<file path="config.mk">
export PLATFORM = sky130hd
export DESIGN_NAME = phy_sata_report
export DESIGN_NICKNAME = d
export VERILOG_FILES = /design/src/design/phy_sata_report_pkg.sv /design/src/design/phy_sata_report.sv
export SDC_FILE = /design/constraint.sdc
export NUM_CORES = 1
export LEC_CHECK = 0
export BUFFER_PORTS_ARGS = -buffer_cell sky130_fd_sc_hd__buf_2
export CORE_MARGIN = 5
export CORE_UTILIZATION = 30
export CTS_BUF_LIST = sky130_fd_sc_hd__clkbuf_4 sky130_fd_sc_hd__clkbuf_8
export DETAILED_ROUTE_END_ITERATION = 6
export HOLD_SLACK_MARGIN = 0.12
export PLACE_DENSITY_LB_ADDON = 0.1
export SYNTH_ARGS = -nofsm -noshare
export SYNTH_HDL_FRONTEND = slang
export SYNTH_SLANG_ARGS = --single-unit
</file>
<file path="constraint.sdc">
create_clock -name core_clk -period 6.2 [get_ports core_clk]
set_input_delay 1.24 -clock core_clk [delete_from_list [all_inputs] [get_ports core_clk]]
set_output_delay 1.24 -clock core_clk [all_outputs]
set_load 0.005 [all_outputs]
</file>
<file path="src/design/phy_sata_report_pkg.sv">
// Constants for the phy SATA report response framer.
// What this block does
// Response byte 0 carries the response frame type code 41h.
// Response byte 1 carries function code 12h.
// Response byte 9 echoes the identifier of the reported phy.
// Byte 11 bit 1 shows whether the target port supports affiliations.
// Affiliation-valid is one while an affiliation exists with a valid address.
// Affiliation-valid is zero while no affiliation is maintained.
// Bytes 16 to 23 carry the STP target port SAS address.
// Bytes 24 to 43 carry the captured initial register FIS.
// The FIS is stored little-endian; its type byte lands in byte 24.
// The stored FIS type clears at reset and on sync loss to COMINIT; with CTRL_NATIVE set, sync loss is ignored and the type stays 34h.
// The FIS type becomes 34h once the initial FIS is delivered.
// Other FIS bytes stay unchanged until another initial FIS arrives.
// Connections to a device without its initial FIS are rejected, no destination.
// A failed initial FIS reception is retried with an R_ERR until success.
// While FIS is pending, discovery reports attached device type none.
// Bytes 48 to 55 carry the affiliated STP initiator SAS address.
// Bytes 56 to 59 carry the CRC, supplied by the external CRC engine.
// The requester sends frame type 40h, function 12h, phy in byte 9.
// Only ports bound to an STP target or bridge implement this function.
// Reserved bytes and unused bits of byte 11 are sent as zero.
package phy_sata_report_pkg;
    localparam logic [7:0] REQ_FRAME_TYPE    = 8'h40;
    localparam logic [7:0] RSP_FRAME_TYPE    = 8'h41;
    localparam logic [7:0] FUNC_PHY_SATA     = 8'h12;
    localparam logic [7:0] FIS_TYPE_REG_D2H  = 8'h34;
    localparam logic [7:0] FIS_TYPE_INVALID  = 8'h00;
    localparam logic [2:0] DEV_TYPE_NONE     = 3'h0;
    localparam int         REQ_LEN           = 16;
    localparam int         RSP_LEN           = 60;
    localparam int         BYTE_FTYPE        = 0;
    localparam int         BYTE_FUNC         = 1;
    localparam int         BYTE_RESULT       = 2;
    localparam int         BYTE_PHY_ID       = 9;
    localparam int         BYTE_AFFIL        = 11;
    localparam int         BIT_AFFIL_SUP     = 1;
    localparam int         BIT_AFFIL_VALID   = 0;
    localparam int         BYTE_STP_ADDR     = 16;
    localparam int         BYTE_FIS          = 24;
    localparam int         FIS_LEN           = 20;
    localparam int         BYTE_INIT_ADDR    = 48;
    localparam int         BYTE_CRC          = 56;
    localparam int         ADDR_LEN          = 8;
    localparam int         CRC_LEN           = 4;
    // APB register byte addresses.
    localparam logic [7:0] REG_CTRL          = 8'h00;
    localparam logic [7:0] REG_STATUS        = 8'h04;
    localparam logic [7:0] REG_STP_ADDR_LO   = 8'h08;
    localparam logic [7:0] REG_STP_ADDR_HI   = 8'h0c;
    localparam logic [7:0] REG_INIT_ADDR_LO  = 8'h10;
    localparam logic [7:0] REG_INIT_ADDR_HI  = 8'h14;
    localparam logic [7:0] REG_RESULT        = 8'h18;
    localparam int         CTRL_ENABLE       = 0;
    localparam int         CTRL_AFFIL_SUP    = 1;
    localparam int         CTRL_AFFIL_ACT    = 2;
    localparam int         CTRL_INIT_VALID   = 3;
    localparam int         CTRL_NATIVE       = 4;
    localparam logic [7:0] RESULT_RESET      = 8'h00;
endpackage

</file>
<file path="src/design/phy_sata_report.sv">
// Phy SATA report response framer with initial FIS capture and APB registers.
//
// The APB slave port and the register addresses were chosen for this implementation.
`timescale 1ns/1ns
module phy_sata_report #(
    parameter int PHY_ID_W = 8
) (
    // Clock and reset
    input  wire logic        core_clk,
    input  wire logic        rstn,
    // APB slave
    input  wire logic        psel,
    input  wire logic        penable,
    input  wire logic        pwrite,
    input  wire logic [7:0]  paddr,
    input  wire logic [31:0] pwdata,
    output logic             pready,
    output logic [31:0]      prdata,
    output logic             pslverr,
    // Request byte stream
    input  wire logic        req_valid,
    input  wire logic [7:0]  req_data,
    input  wire logic        req_last,
    // Response byte stream
    output logic             rsp_valid,
    output logic [7:0]       rsp_data,
    output logic             rsp_last,
    input  wire logic        rsp_ready,
    // Phy state and FIS capture
    input  wire logic        sync_loss_cominit,
    input  wire logic        fis_valid,
    input  wire logic [7:0]  fis_data,
    input  wire logic        fis_last,
    input  wire logic        fis_error,
    // Bridge status
    output logic             retry_r_err,
    input  wire logic        open_req,
    output logic             open_reject_no_dest,
    output logic             disc_attached_sata,
    output logic [2:0]       disc_attached_type
);
    typedef enum logic [1:0] {S_IDLE, S_RECV, S_SEND, S_DROP} state_t;
    // Attached type shown once the initial FIS is in; the value is a local choice.
    localparam logic [2:0] DEV_TYPE_SATA = 3'h5;

    // ==========================================================
    // Registers
    // ==========================================================
    logic [31:0] ctrl_q, ctrl_d;
    logic [63:0] stp_addr_q, stp_addr_d;
    logic [63:0] init_addr_q, init_addr_d;
    logic [7:0]  result_q, result_d;
    logic [7:0]  fis_q [phy_sata_report_pkg::FIS_LEN];
    logic [7:0]  fis_d [phy_sata_report_pkg::FIS_LEN];
    logic [7:0]  fis_buf_q [phy_sata_report_pkg::FIS_LEN];
    logic [7:0]  fis_buf_d [phy_sata_report_pkg::FIS_LEN];
    logic [4:0]  fis_cnt_q, fis_cnt_d;
    logic        fis_ok_q, fis_ok_d;
    logic        retry_q, retry_d;
    state_t      state_q, state_d;
    logic [5:0]  idx_q, idx_d;
    logic        req_ok_q, req_ok_d;
    logic [PHY_ID_W-1:0] phy_q, phy_d;
    logic [7:0]  rsp_q, rsp_d;
    logic        reject_q, reject_d;
    logic        apb_wr;
    logic [31:0] status_word;

    assign apb_wr = psel && penable && pwrite;

    // ==========================================================
    // Response byte selection
    // ==========================================================
    function automatic logic [7:0] addr_byte(input logic [63:0] a, input int k);
        addr_byte = a[(phy_sata_report_pkg::ADDR_LEN-1-k)*8 +: 8];
    endfunction

    function automatic logic in_range(input int n, input int base, input int len);
        in_range = (n >= base) && (n < base + len);
    endfunction

    function automatic logic [7:0] rsp_byte(input logic [5:0] i);
        int n;
        n = int'(i);
        rsp_byte = 8'h00;
        if (n == phy_sata_report_pkg::BYTE_FTYPE) begin
            rsp_byte = phy_sata_report_pkg::RSP_FRAME_TYPE;
        end else if (n == phy_sata_report_pkg::BYTE_FUNC) begin
            rsp_byte = phy_sata_report_pkg::FUNC_PHY_SATA;
        end else if (n == phy_sata_report_pkg::BYTE_RESULT) begin
            rsp_byte = result_q;
        end else if (n == phy_sata_report_pkg::BYTE_PHY_ID) begin
            rsp_byte = 8'(phy_q);
        end else if (n == phy_sata_report_pkg::BYTE_AFFIL) begin
            rsp_byte[phy_sata_report_pkg::BIT_AFFIL_SUP] = ctrl_q[phy_sata_report_pkg::CTRL_AFFIL_SUP];
            rsp_byte[phy_sata_report_pkg::BIT_AFFIL_VALID] = ctrl_q[phy_sata_report_pkg::CTRL_AFFIL_ACT]
                && ctrl_q[phy_sata_report_pkg::CTRL_INIT_VALID];
        end else if (in_range(n, phy_sata_report_pkg::BYTE_STP_ADDR, phy_sata_report_pkg::ADDR_LEN)) begin
            rsp_byte = addr_byte(stp_addr_q, n - phy_sata_report_pkg::BYTE_STP_ADDR);
        end else if (in_range(n, phy_sata_report_pkg::BYTE_FIS, phy_sata_report_pkg::FIS_LEN)) begin
            rsp_byte = fis_q[n - phy_sata_report_pkg::BYTE_FIS];
        end else if (in_range(n, phy_sata_report_pkg::BYTE_INIT_ADDR, phy_sata_report_pkg::ADDR_LEN)) begin
            rsp_byte = addr_byte(init_addr_q, n - phy_sata_report_pkg::BYTE_INIT_ADDR);
        end
    endfunction

    // ==========================================================
    // APB and configuration
    // ==========================================================
    always_comb begin
        ctrl_d      = ctrl_q;
        stp_addr_d  = stp_addr_q;
        init_addr_d = init_addr_q;
        result_d    = result_q;
        // Writes to read-only or unmapped offsets are dropped; pslverr flags the unmapped ones.
        if (apb_wr) begin
            unique case (paddr)
                phy_sata_report_pkg::REG_CTRL:         ctrl_d = pwdata;
                phy_sata_report_pkg::REG_STP_ADDR_LO:  stp_addr_d[31:0] = pwdata;
                phy_sata_report_pkg::REG_STP_ADDR_HI:  stp_addr_d[63:32] = pwdata;
                phy_sata_report_pkg::REG_INIT_ADDR_LO: init_addr_d[31:0] = pwdata;
                phy_sata_report_pkg::REG_INIT_ADDR_HI: init_addr_d[63:32] = pwdata;
                phy_sata_report_pkg::REG_RESULT:       result_d = pwdata[7:0];
                default: ;
            endcase
        end
    end

    always_comb begin
        prdata  = 32'h0;
        pslverr = 1'b0;
        unique case (paddr)
            phy_sata_report_pkg::REG_CTRL:         prdata = ctrl_q;
            phy_sata_report_pkg::REG_STATUS:       prdata = status_word;
            phy_sata_report_pkg::REG_STP_ADDR_LO:  prdata = stp_addr_q[31:0];
            phy_sata_report_pkg::REG_STP_ADDR_HI:  prdata = stp_addr_q[63:32];
            phy_sata_report_pkg::REG_INIT_ADDR_LO: prdata = init_addr_q[31:0];
            phy_sata_report_pkg::REG_INIT_ADDR_HI: prdata = init_addr_q[63:32];
            phy_sata_report_pkg::REG_RESULT:       prdata = {24'h0, result_q};
            default:                               pslverr = psel && penable;
        endcase
    end
    // Every register answers in its first access cycle, so the bus never waits.
    assign pready      = 1'b1;
    assign status_word = {30'h0, retry_q, fis_ok_q};

    always_ff @(posedge core_clk or negedge rstn) begin
        if (!rstn) begin
            ctrl_q      <= 32'h0;
            stp_addr_q  <= 64'h0;
            init_addr_q <= 64'h0;
            result_q    <= phy_sata_report_pkg::RESULT_RESET;
        end else begin
            ctrl_q      <= ctrl_d;
            stp_addr_q  <= stp_addr_d;
            init_addr_q <= init_addr_d;
            result_q    <= result_d;
        end
    end

    // ==========================================================
    // Initial FIS capture
    // ==========================================================
    always_comb begin
        fis_d     = fis_q;
        fis_buf_d = fis_buf_q;
        fis_cnt_d = fis_cnt_q;
        fis_ok_d  = fis_ok_q;
        retry_d   = 1'b0;
        // A native target has its FIS supplied directly, so it always counts as delivered.
        if (ctrl_q[phy_sata_report_pkg::CTRL_NATIVE]) begin
            fis_ok_d = 1'b1;
            fis_d[0] = phy_sata_report_pkg::FIS_TYPE_REG_D2H;
        end
        // Bytes collect in a shadow buffer so a failed FIS never disturbs the stored one.
        if (fis_valid) begin
            if (fis_error) begin
                retry_d   = 1'b1;
                fis_cnt_d = 5'h0;
            end else begin
                if (int'(fis_cnt_q) < phy_sata_report_pkg::FIS_LEN) begin
                    fis_buf_d[fis_cnt_q] = fis_data;
                    fis_cnt_d = fis_cnt_q + 5'h1;
                end
                if (fis_last) begin
                    fis_cnt_d = 5'h0;
                    if (fis_buf_d[0] == phy_sata_report_pkg::FIS_TYPE_REG_D2H) begin
                        fis_d    = fis_buf_d;
                        fis_d[0] = phy_sata_report_pkg::FIS_TYPE_REG_D2H;
                        fis_ok_d = 1'b1;
                    end else begin
                        retry_d = 1'b1;
                    end
                end
            end
        end
        // Sync loss comes last so that it wins over a FIS ending in the same cycle.
        if (sync_loss_cominit && !ctrl_q[phy_sata_report_pkg::CTRL_NATIVE]) begin
            fis_d[0]  = phy_sata_report_pkg::FIS_TYPE_INVALID;
            fis_ok_d  = 1'b0;
            fis_cnt_d = 5'h0;
        end
    end

    always_ff @(posedge core_clk or negedge rstn) begin
        if (!rstn) begin
            for (int i = 0; i < phy_sata_report_pkg::FIS_LEN; i++) begin
                fis_q[i]     <= phy_sata_report_pkg::FIS_TYPE_INVALID;
                fis_buf_q[i] <= 8'h0;
            end
            fis_cnt_q <= 5'h0;
            fis_ok_q  <= 1'b0;
            retry_q   <= 1'b0;
            reject_q  <= 1'b0;
        end else begin
            fis_q     <= fis_d;
            fis_buf_q <= fis_buf_d;
            fis_cnt_q <= fis_cnt_d;
            fis_ok_q  <= fis_ok_d;
            retry_q   <= retry_d;
            reject_q  <= reject_d;
        end
    end

    // ==========================================================
    // Bridge status
    // ==========================================================
    // The reject is registered so that it never glitches while the FIS flag settles.
    assign reject_d            = open_req && !fis_ok_q;
    assign open_reject_no_dest = reject_q;
    assign retry_r_err         = retry_q;
    assign disc_attached_sata  = 1'b1;
    assign disc_attached_type  = fis_ok_q ? DEV_TYPE_SATA : phy_sata_report_pkg::DEV_TYPE_NONE;

    // ==========================================================
    // Request parse and response send
    // ==========================================================
    always_comb begin
        state_d  = state_q;
        idx_d    = idx_q;
        req_ok_d = req_ok_q;
        phy_d    = phy_q;
        rsp_d    = rsp_q;
        unique case (state_q)
            S_IDLE, S_RECV: begin
                if (req_valid) begin
                    state_d = S_RECV;
                    idx_d   = idx_q + 6'h1;
                    if (int'(idx_q) == phy_sata_report_pkg::BYTE_FTYPE) begin
                        req_ok_d = (req_data == phy_sata_report_pkg::REQ_FRAME_TYPE);
                    end else if (int'(idx_q) == phy_sata_report_pkg::BYTE_FUNC) begin
                        req_ok_d = req_ok_q && (req_data == phy_sata_report_pkg::FUNC_PHY_SATA);
                    end else if (int'(idx_q) == phy_sata_report_pkg::BYTE_PHY_ID) begin
                        phy_d = req_data[PHY_ID_W-1:0];
                    end
                    // Bytes after the phy identifier, the CRC among them, are not checked here.
                    if (req_last) begin
                        idx_d = 6'h0;
                        // Only an enabled port answers; others stay silent. R19
                        if (req_ok_d && ctrl_q[phy_sata_report_pkg::CTRL_ENABLE]) begin
                            state_d = S_SEND;
                        end else begin
                            state_d = S_IDLE;
                        end
                    end
                end
            end
            S_SEND: begin
                if (rsp_ready) begin
                    if (int'(idx_q) == phy_sata_report_pkg::BYTE_CRC - 1) begin
                        // The CRC bytes are appended downstream. R17
                        idx_d   = 6'h0;
                        state_d = S_IDLE;
                    end else begin
                        idx_d = idx_q + 6'h1;
                    end
                end
            end
            // Unused code; it falls back to idle so that an upset cannot lock the framer.
            S_DROP: state_d = S_IDLE;
        endcase
        // The byte for the next index is loaded now so that rsp_data comes from a flop.
        rsp_d = rsp_byte(idx_d);
    end

    assign rsp_valid = (state_q == S_SEND);
    assign rsp_data  = rsp_q;
    assign rsp_last  = rsp_valid && int'(idx_q) == phy_sata_report_pkg::BYTE_CRC - 1;

    always_ff @(posedge core_clk or negedge rstn) begin
        if (!rstn) begin
            state_q  <= S_IDLE;
            idx_q    <= 6'h0;
            req_ok_q <= 1'b0;
            phy_q    <= '0;
            rsp_q    <= 8'h0;
        end else begin
            state_q  <= state_d;
            idx_q    <= idx_d;
            req_ok_q <= req_ok_d;
            phy_q    <= phy_d;
            rsp_q    <= rsp_d;
        end
    end
endmodule

</file>
==> run summary, run 1 <==
=================================================================================================================
Period utilisation layout                                                                                   74.1%
Path type of the worst setup path                                                                          in2out
Count of state elements after synthesis                                                                       521
Standard cell core area                                                                               84,900 um^2
DRC violation total after the first TritonRoute iteration                                                   1,444
Count of flip-flops with a built-in enable after synthesis                                                      0
Met3 layer wire length in the routed design                                                               3.84 mm
Primary flip-flop cell chosen by synthesis mapping                                                   sky130_fd_sc_hd__dfrtp_1
Required arrival time at the worst endpoint                                                               4.96 ns
Top routing layer used                                                                                       met4
Average size of a mapped cell                                                                           10.9 um^2
Critical path capture point type                                                                       output pin
Number of detailed-routing iterations run before antenna repair                                                 7
Xor-xnor portion of the synthesized cell area                                                                  0%
Worst vdd rail ir drop                                                                                 0.000148 V
Compound-Gate Fraction of Synth Area                                                                        11.1%
Leading cell type in the layout, fill and taps excluded                                              sky130_fd_sc_hd__dfrtp_1
Max cap viols                                                                                                   0
Clk_skew                                                                                                0.0593 ns
Max frequency                                                                                             218 MHz
Arithmetic-cell share of the synthesized area counting full adders, half adders and majority gates         0.441%
Setup TNS                                                                                                    0 ns
Critical path peak fanout                                                                                       9
Post-synthesis instance total                                                                               2,334
Clk_lat worst skew                                                                                        0.72 ns
HPWL reported at the end of detailed placement                                                            56.3 mm
Leakage power of the design                                                                             0.0136 uW
Overall Global Routing Usage                                                                                18.9%
Number of H-tree branching levels                                                                               3
Worst hold path type                                                                                      reg2reg
Share of cells above drive strength 1                                                                       28.5%
Via count of the first global-routing pass                                                                 19,800
Die Width                                                                                                  302 um
Number of buffers on the longest clock path                                                                     3
Final setup violation count                                                                                     0
Data arrival time of the critical path                                                                    3.35 ns
Area fraction in and, or, nand and nor cells after synthesis                                                11.2%
GPL Wtd Cong                                                                                                0.858
Non-Filler Instances                                                                                        3,633
Clock Pin Slew Worst Setup and Hold Paths                                                                 0.06 ns
Fin. Hold Viols                                                                                                 0
Min cycle time layout                                                                                     4.59 ns
Number of clock sinks                                                                                         521
Run status                                                                                           finished, violations left
Remaining DRCs                                                                                                  3
Slew of the pin with the lowest slew margin                                                               1.18 ns
Pin count of the biggest net entering global routing                                                          145
Die outline height                                                                                         302 um
Commonest non-fill, non-tap cells in the layout                                                      sky130_fd_sc_hd__dfrtp_1, sky130_fd_sc_hd__mux2_2, sky130_fd_sc_hd__nand2_1
Number of nets at the end of the flow                                                                       2,491
Area growth from synthesis to layout                                                                        14.7%
Io pins                                                                                                       119
Largest stage delay, worst path                                                                           0.88 ns
Drt wl/cell                                                                                               24.0 um
Number of buffers inserted during clock tree synthesis                                                         99
Number of buffers inserted by hold repair at cts                                                                0
Total of warnings raised by yosys                                                                               0
Flop2flop setup slack                                                                                     1.80 ns
Wire length reported by the detailed router                                                               87.2 mm
Post-route ant nets                                                                                             0
Violations in the final reports                                                                      design-rule violations
Number of fill cells in the layout                                                                          8,659
Vias per inst                                                                                                5.28
Number of input and output port buffers inserted                                                              115
Setup repair after global routing missed its margin                                                         false
Critical path launch point type                                                                         input pin
CP bufs+invs                                                                                                    2
Register area share after synthesis                                                                         51.1%
Clock tree root driver cell                                                                          sky130_fd_sc_hd__clkbuf_8
Mux contribution to synthesized area                                                                        22.4%
Buffer count from post-CTS setup fixing                                                                         0
Utilization of the core after routing                                                                       34.5%
Number of rows in the core area                                                                               107
Cell Count Post-Placement                                                                                   3,456
Area of the die                                                                                       91,100 um^2
Effective utilization at floorplan                                                                          30.1%
First-pass GRT wire length                                                                                 131 mm
Crit path max-delay family                                                                           simple AND/OR/NAND/NOR gates
Post-cts resize count                                                                                           0
Distinct cells, synth                                                                                          77
Share of flip-flops with an asynchronous set or reset                                                        100%
Number of antenna violations at the first check in global routing                                               4
Crit path cell chain                                                                                 buf_2 -> nor3_1 -> nand2_1 -> nor2_1 -> a222oi_1 -> nand2_1 -> buf_2
Total via count in the routed design                                                                       19,200
TritonCTS clock tree                                                                                        built
Metal1 wirelength                                                                                         39.9 mm
Residual overflow from global routing                                                                           0
Worst relative slew slack                                                                                   21.2%
Power density over cell area                                                                          268 nW/um^2
Met2 wirelength from detailed routing                                                                     40.9 mm
Cell Area, Synth                                                                                      25,500 um^2
Main combinational cell family by area after synthesis                                               multiplexers
Final slew viol count                                                                                           0
Worst path slowest cell                                                                              sky130_fd_sc_hd__nor2_1
=================================================================================================================
## Yosys cell counts, drive strengths merged, types with 4 or more instances
| cell type | number | share of area, % |
|---|---|---|
| buf | 93 | 2.1 |
| a22oi | 53 | 1.6 |
| nor4 | 6 | 0.17 |
| o21bai | 4 | 0.12 |
| nand2b | 12 | 0.29 |
| nor2 | 197 | 3.0 |
| mux2i | 190 | 7.4 |
| nand2 | 246 | 3.6 |
| a21oi | 175 | 3.4 |
| a32o | 5 | 0.20 |
| dfrtp | 521 | 51 |
| o211ai | 8 | 0.25 |
| a22o | 9 | 0.31 |
| and2 | 11 | 0.28 |
| nand3 | 70 | 1.4 |
| inv | 18 | 0.30 |
| ha | 9 | 0.44 |
| mux2 | 336 | 15 |
| a311oi | 24 | 0.82 |
| nor3 | 24 | 0.47 |
| a32oi | 12 | 0.49 |
| nand4 | 4 | 0.098 |
| o21ai | 41 | 0.80 |
| nor2b | 6 | 0.15 |
| and3 | 42 | 1.0 |
| a211oi | 30 | 0.94 |
| a31oi | 21 | 0.51 |
| a222oi | 14 | 0.55 |
| clkbuf | 97 | 1.4 |
## layer usage
| metal | vias to the layer above | track usage, % |
|---|---|---|
| met3 | 145 | 3.03 |
| li1 | 8593 | - |
| met1 | 9941 | 26.0 |
| met5 | - | 0 |
| met4 | 0 | 6.52 |
| met2 | 497 | 30.5 |
## logic make-up (layout without fill, tap and decap cells)
family	Yosys count	in the layout
muxes	527	527
adders and majority gates	9	9
AOI/OAI and AO/OA	429	429
buffers and inverters	209	360
other	2	6
and+or+nand+nor	637	637
DFF	521	521
## where the power goes
part | internal, uW | switching [uW] | total [uW]
sequential | 3510 | 73.6 | 3590
clock | 2020 | 1520 | 3540
combinational | 224 | 490 | 714
## sequential cells by signal, summed over array words and instances (netlist names)
signal               flops
rsp_data                 8
state_q                  2
req_ok_q                 1
stp_addr_q              64
init_addr_q             64
fis_cnt_q                5
retry_r_err              1
fis_ok_q                 1
ctrl_q                  32
idx_q                    6
open_reject_no_dest      1
phy_q                    8
fis_q                  160
fis_buf_q              160
result_q                 8
## per-stage QoR
stage	power, uW	hold slack, ns	area [um^2]	setup WS [ns]
CTS	7980	0.482	29300	1.58
global placement	4360	0.464	27200	1.36
global route	8190	0.492	29300	1.47
detailed placement	4370	0.464	27200	1.32
floorplan	4020	0.444	25500	2.39
finish	7840	0.484	29300	1.61
## final cells by class
cell class	count	area, um^2	area share, %
multi-input combinational	1605	11600	39.5
timing repair buffer	167	1090	3.72
sequential	521	13000	44.5
inverter	19	81.3	0.278
tap	1144	1430	4.89
antenna	3	7.51	0.0256
clock buffer	162	2000	6.82
clock inverter	12	80.1	0.273
## worst register-to-register path, stage by stage (launching register included)
cell                       delay (ns)
sky130_fd_sc_hd__dfrtp_1         0.51
sky130_fd_sc_hd__ha_1            0.33
sky130_fd_sc_hd__and4b_4         0.24
sky130_fd_sc_hd__a22o_1          0.24
sky130_fd_sc_hd__a222oi_1        0.34
sky130_fd_sc_hd__buf_4           0.32
sky130_fd_sc_hd__clkinv_1        0.35
sky130_fd_sc_hd__ha_1            0.55
sky130_fd_sc_hd__nor2_1          0.43
sky130_fd_sc_hd__o21ai_0         0.41
sky130_fd_sc_hd__a31oi_1         0.46
sky130_fd_sc_hd__o31a_1          0.19
## final timing paths
path / cells after the start / start / to
worst max-delay path: 7 / paddr[1] / prdata[2]
worst min-delay path: 1 / fis_q[159] / fis_q[159]
worst max register to register: 11 / idx_q[0] / rsp_data[3]
worst min register to register: 1 / fis_q[159] / fis_q[159]
max in group asynchronous: 2 / rstn / fis_buf_q[42]
min in group asynchronous: 1 / rstn / fis_q[21]
Note: power is estimated with default switching activity, not from simulation.
==> inputs of run 2 (changes only) <==
==> constraint.sdc (replaced) <==
create_clock -name core_clk -period 4.27 [get_ports core_clk]
set_input_delay 0.854 -clock core_clk [delete_from_list [all_inputs] [get_ports core_clk]]
set_output_delay 0.854 -clock core_clk [all_outputs]
set_load 0.005 [all_outputs]
==> run summary, run 2 (synthesis results as in run 1) <==
================================================================================
Fin. Hold Viols                                                                0
Min cycle time layout                                                    3.81 ns
Critical path capture point type                                       flip-flop
Vias per inst                                                               5.18
First-pass GRT wire length                                                131 mm
Depth of the worst register-to-register path                                  10
Data arrival time of the critical path                                   4.47 ns
Clk_lat worst skew                                                       0.72 ns
Die Width                                                                 302 um
Number of buffers inserted during clock tree synthesis                        96
Largest registers                                                   fis_buf_q x160, fis_q x160
Area of the die                                                      91,100 um^2
Leading cell type in the layout, fill and taps excluded             sky130_fd_sc_hd__dfrtp_1
GPL Wtd Cong                                                               0.873
Placed cell area                                                     27,500 um^2
Total via count in the routed design                                      18,900
Path type of the worst setup path                                        reg2reg
Share of cells above drive strength 1                                      29.3%
Clk_skew                                                               0.0610 ns
Commonest non-fill, non-tap cells in the layout                     sky130_fd_sc_hd__dfrtp_1, sky130_fd_sc_hd__mux2_2, sky130_fd_sc_hd__nand2_1
Die outline height                                                        302 um
Wire length reported by the detailed router                              87.0 mm
Start of the worst register-to-register path                            idx_q[0]
Overall Global Routing Usage                                               19.0%
Slew of the pin with the lowest slew margin                             0.920 ns
Pin count of the biggest net entering global routing                         108
Number of buffers on the longest clock path                                    3
Worst vdd rail ir drop                                                0.000196 V
Critical path peak fanout                                                      8
HPWL reported at the end of detailed placement                           58.8 mm
Worst relative slew slack                                                  38.2%
Worst Hold Path EP                                                  open_reject_no_dest
Power density over cell area                                         385 nW/um^2
Worst slack, placed                                                     0.211 ns
Post-route ant nets                                                            0
Setup TNS                                                                   0 ns
Area growth from synthesis to layout                                       15.9%
Via count of the first global-routing pass                                19,900
Clock tree root driver cell                                         sky130_fd_sc_hd__clkbuf_8
Layout Cell Area excl Fill                                           29,600 um^2
Setup repair after global routing missed its margin                        false
Run status                                                             completed
Min-Delay Path Depth                                                           2
Critical register-to-register path endpoint                          rsp_data[3]
Leakage power of the design                                            0.0138 uW
Effective utilization at floorplan                                         30.1%
Number of rows in the core area                                              107
Max cap viols                                                                  0
Io pins                                                                      119
DRC violation total after the first TritonRoute iteration                  1,437
Final WS setup                                                          0.457 ns
Utilization of the core after routing                                      34.9%
TritonCTS clock tree                                                       built
Flop2flop setup slack                                                    0.46 ns
Critical path launch point type                                        flip-flop
Max frequency                                                            262 MHz
Required arrival time at the worst endpoint                              4.93 ns
Period utilisation layout                                                  89.3%
Number of detailed-routing iterations run before antenna repair                5
Number of clock sinks                                                        521
Startpoint of the worst hold path                                       open_req
Number of antenna violations at the first check in global routing              2
Remaining DRCs                                                                 0
Final slew viol count                                                          0
Number of nets at the end of the flow                                      2,518
Number of H-tree branching levels                                              3
Worst hold margin                                                       0.379 ns
Final setup violation count                                                    0
Drt wl/cell                                                              23.8 um
Clock Pin Slew Worst Setup and Hold Paths                                0.06 ns
Standard cell core area                                              84,900 um^2
Residual overflow from global routing                                          0
Buffer count from post-CTS setup fixing                                        0
Worst hold path type                                                      in2reg
Number of input and output port buffers inserted                             115
================================================================================
## run 2: cell types whose count changed in the layout (fill, tap and decap cells not counted), sizes merged
cell and change:
inv +3, dlygate4sd3 +1, clkbuf -3, bufinv +1, clkinv -1, buf +29, clkinvlp -1, diode -2
## run 2: critical path: stages (launching register included)
cell and delay, ns:
sky130_fd_sc_hd__dfrtp_1 0.49, sky130_fd_sc_hd__ha_1 0.32, sky130_fd_sc_hd__and4b_4 0.23, sky130_fd_sc_hd__a22o_1 0.23, sky130_fd_sc_hd__a222oi_1 0.47, sky130_fd_sc_hd__clkinv_1 0.18
sky130_fd_sc_hd__ha_1 0.48, sky130_fd_sc_hd__nor2_1 0.40, sky130_fd_sc_hd__o21ai_0 0.41, sky130_fd_sc_hd__a31oi_1 0.39, sky130_fd_sc_hd__o31a_1 0.18
## run 2: how the worst max path moves through the flow
stage	from	end	slack, ns	cells past startpoint
6_report	idx_q[0]	rsp_data[3]	0.46	10
5_1_grt	idx_q[0]	rsp_data[5]	0.24	11
4_1_cts	idx_q[0]	rsp_data[3]	0.44	10
3_5_place_dp	req_valid	rsp_data[2]	0.21	10
3_3_place_gp	req_valid	rsp_data[2]	0.34	10
2_1_floorplan	idx_q[0]	rsp_data[2]	0.95	12
## run 2: routing by layer
| metal | vias to the layer above | share of wire (%) | GRT usage, % |
|---|---|---|---|
| met4 | 0 | 3.1 | 6.34 |
| met5 | - | 0 | 0 |
| met2 | 508 | 46 | 30.4 |
| met1 | 9656 | 46 | 26.2 |
| li1 | 8642 | - | - |
| met3 | 138 | 5.0 | 3.36 |
## run 2: cell type report
type | count | area, um^2
repair buffers | 197 | 1400
well taps | 1144 | 1430
clock buffers | 159 | 1940
fillers | 8592 | 55300
flip-flops and latches | 521 | 13000
diodes | 1 | 2.50
clock inverters | 14 | 136
multi-input cells | 1605 | 11600
inverters | 19 | 81.3
## run 2: report_power, final
group	total, uW	internal (uW)	switching [uW]
logic	1030	350	684
clock network	5140	2930	2210
registers	5220	5100	125
total	11400	8380	3020
## run 2: repair_timing
action                                  in CTS  in global routing
gates resized for setup                      0                  0
hold buffers                                 1                  0
endpoints found under the setup margin       0                  0
hold endpoints to repair                     4                  0
## run 2: metrics by stage
stage,total power [uW],std cells
after floorplan,5840,2335
after global placement,6340,3485
after detailed placement,6350,3485
after CTS,11600,3659
after global routing,11900,3660
final,11400,3660
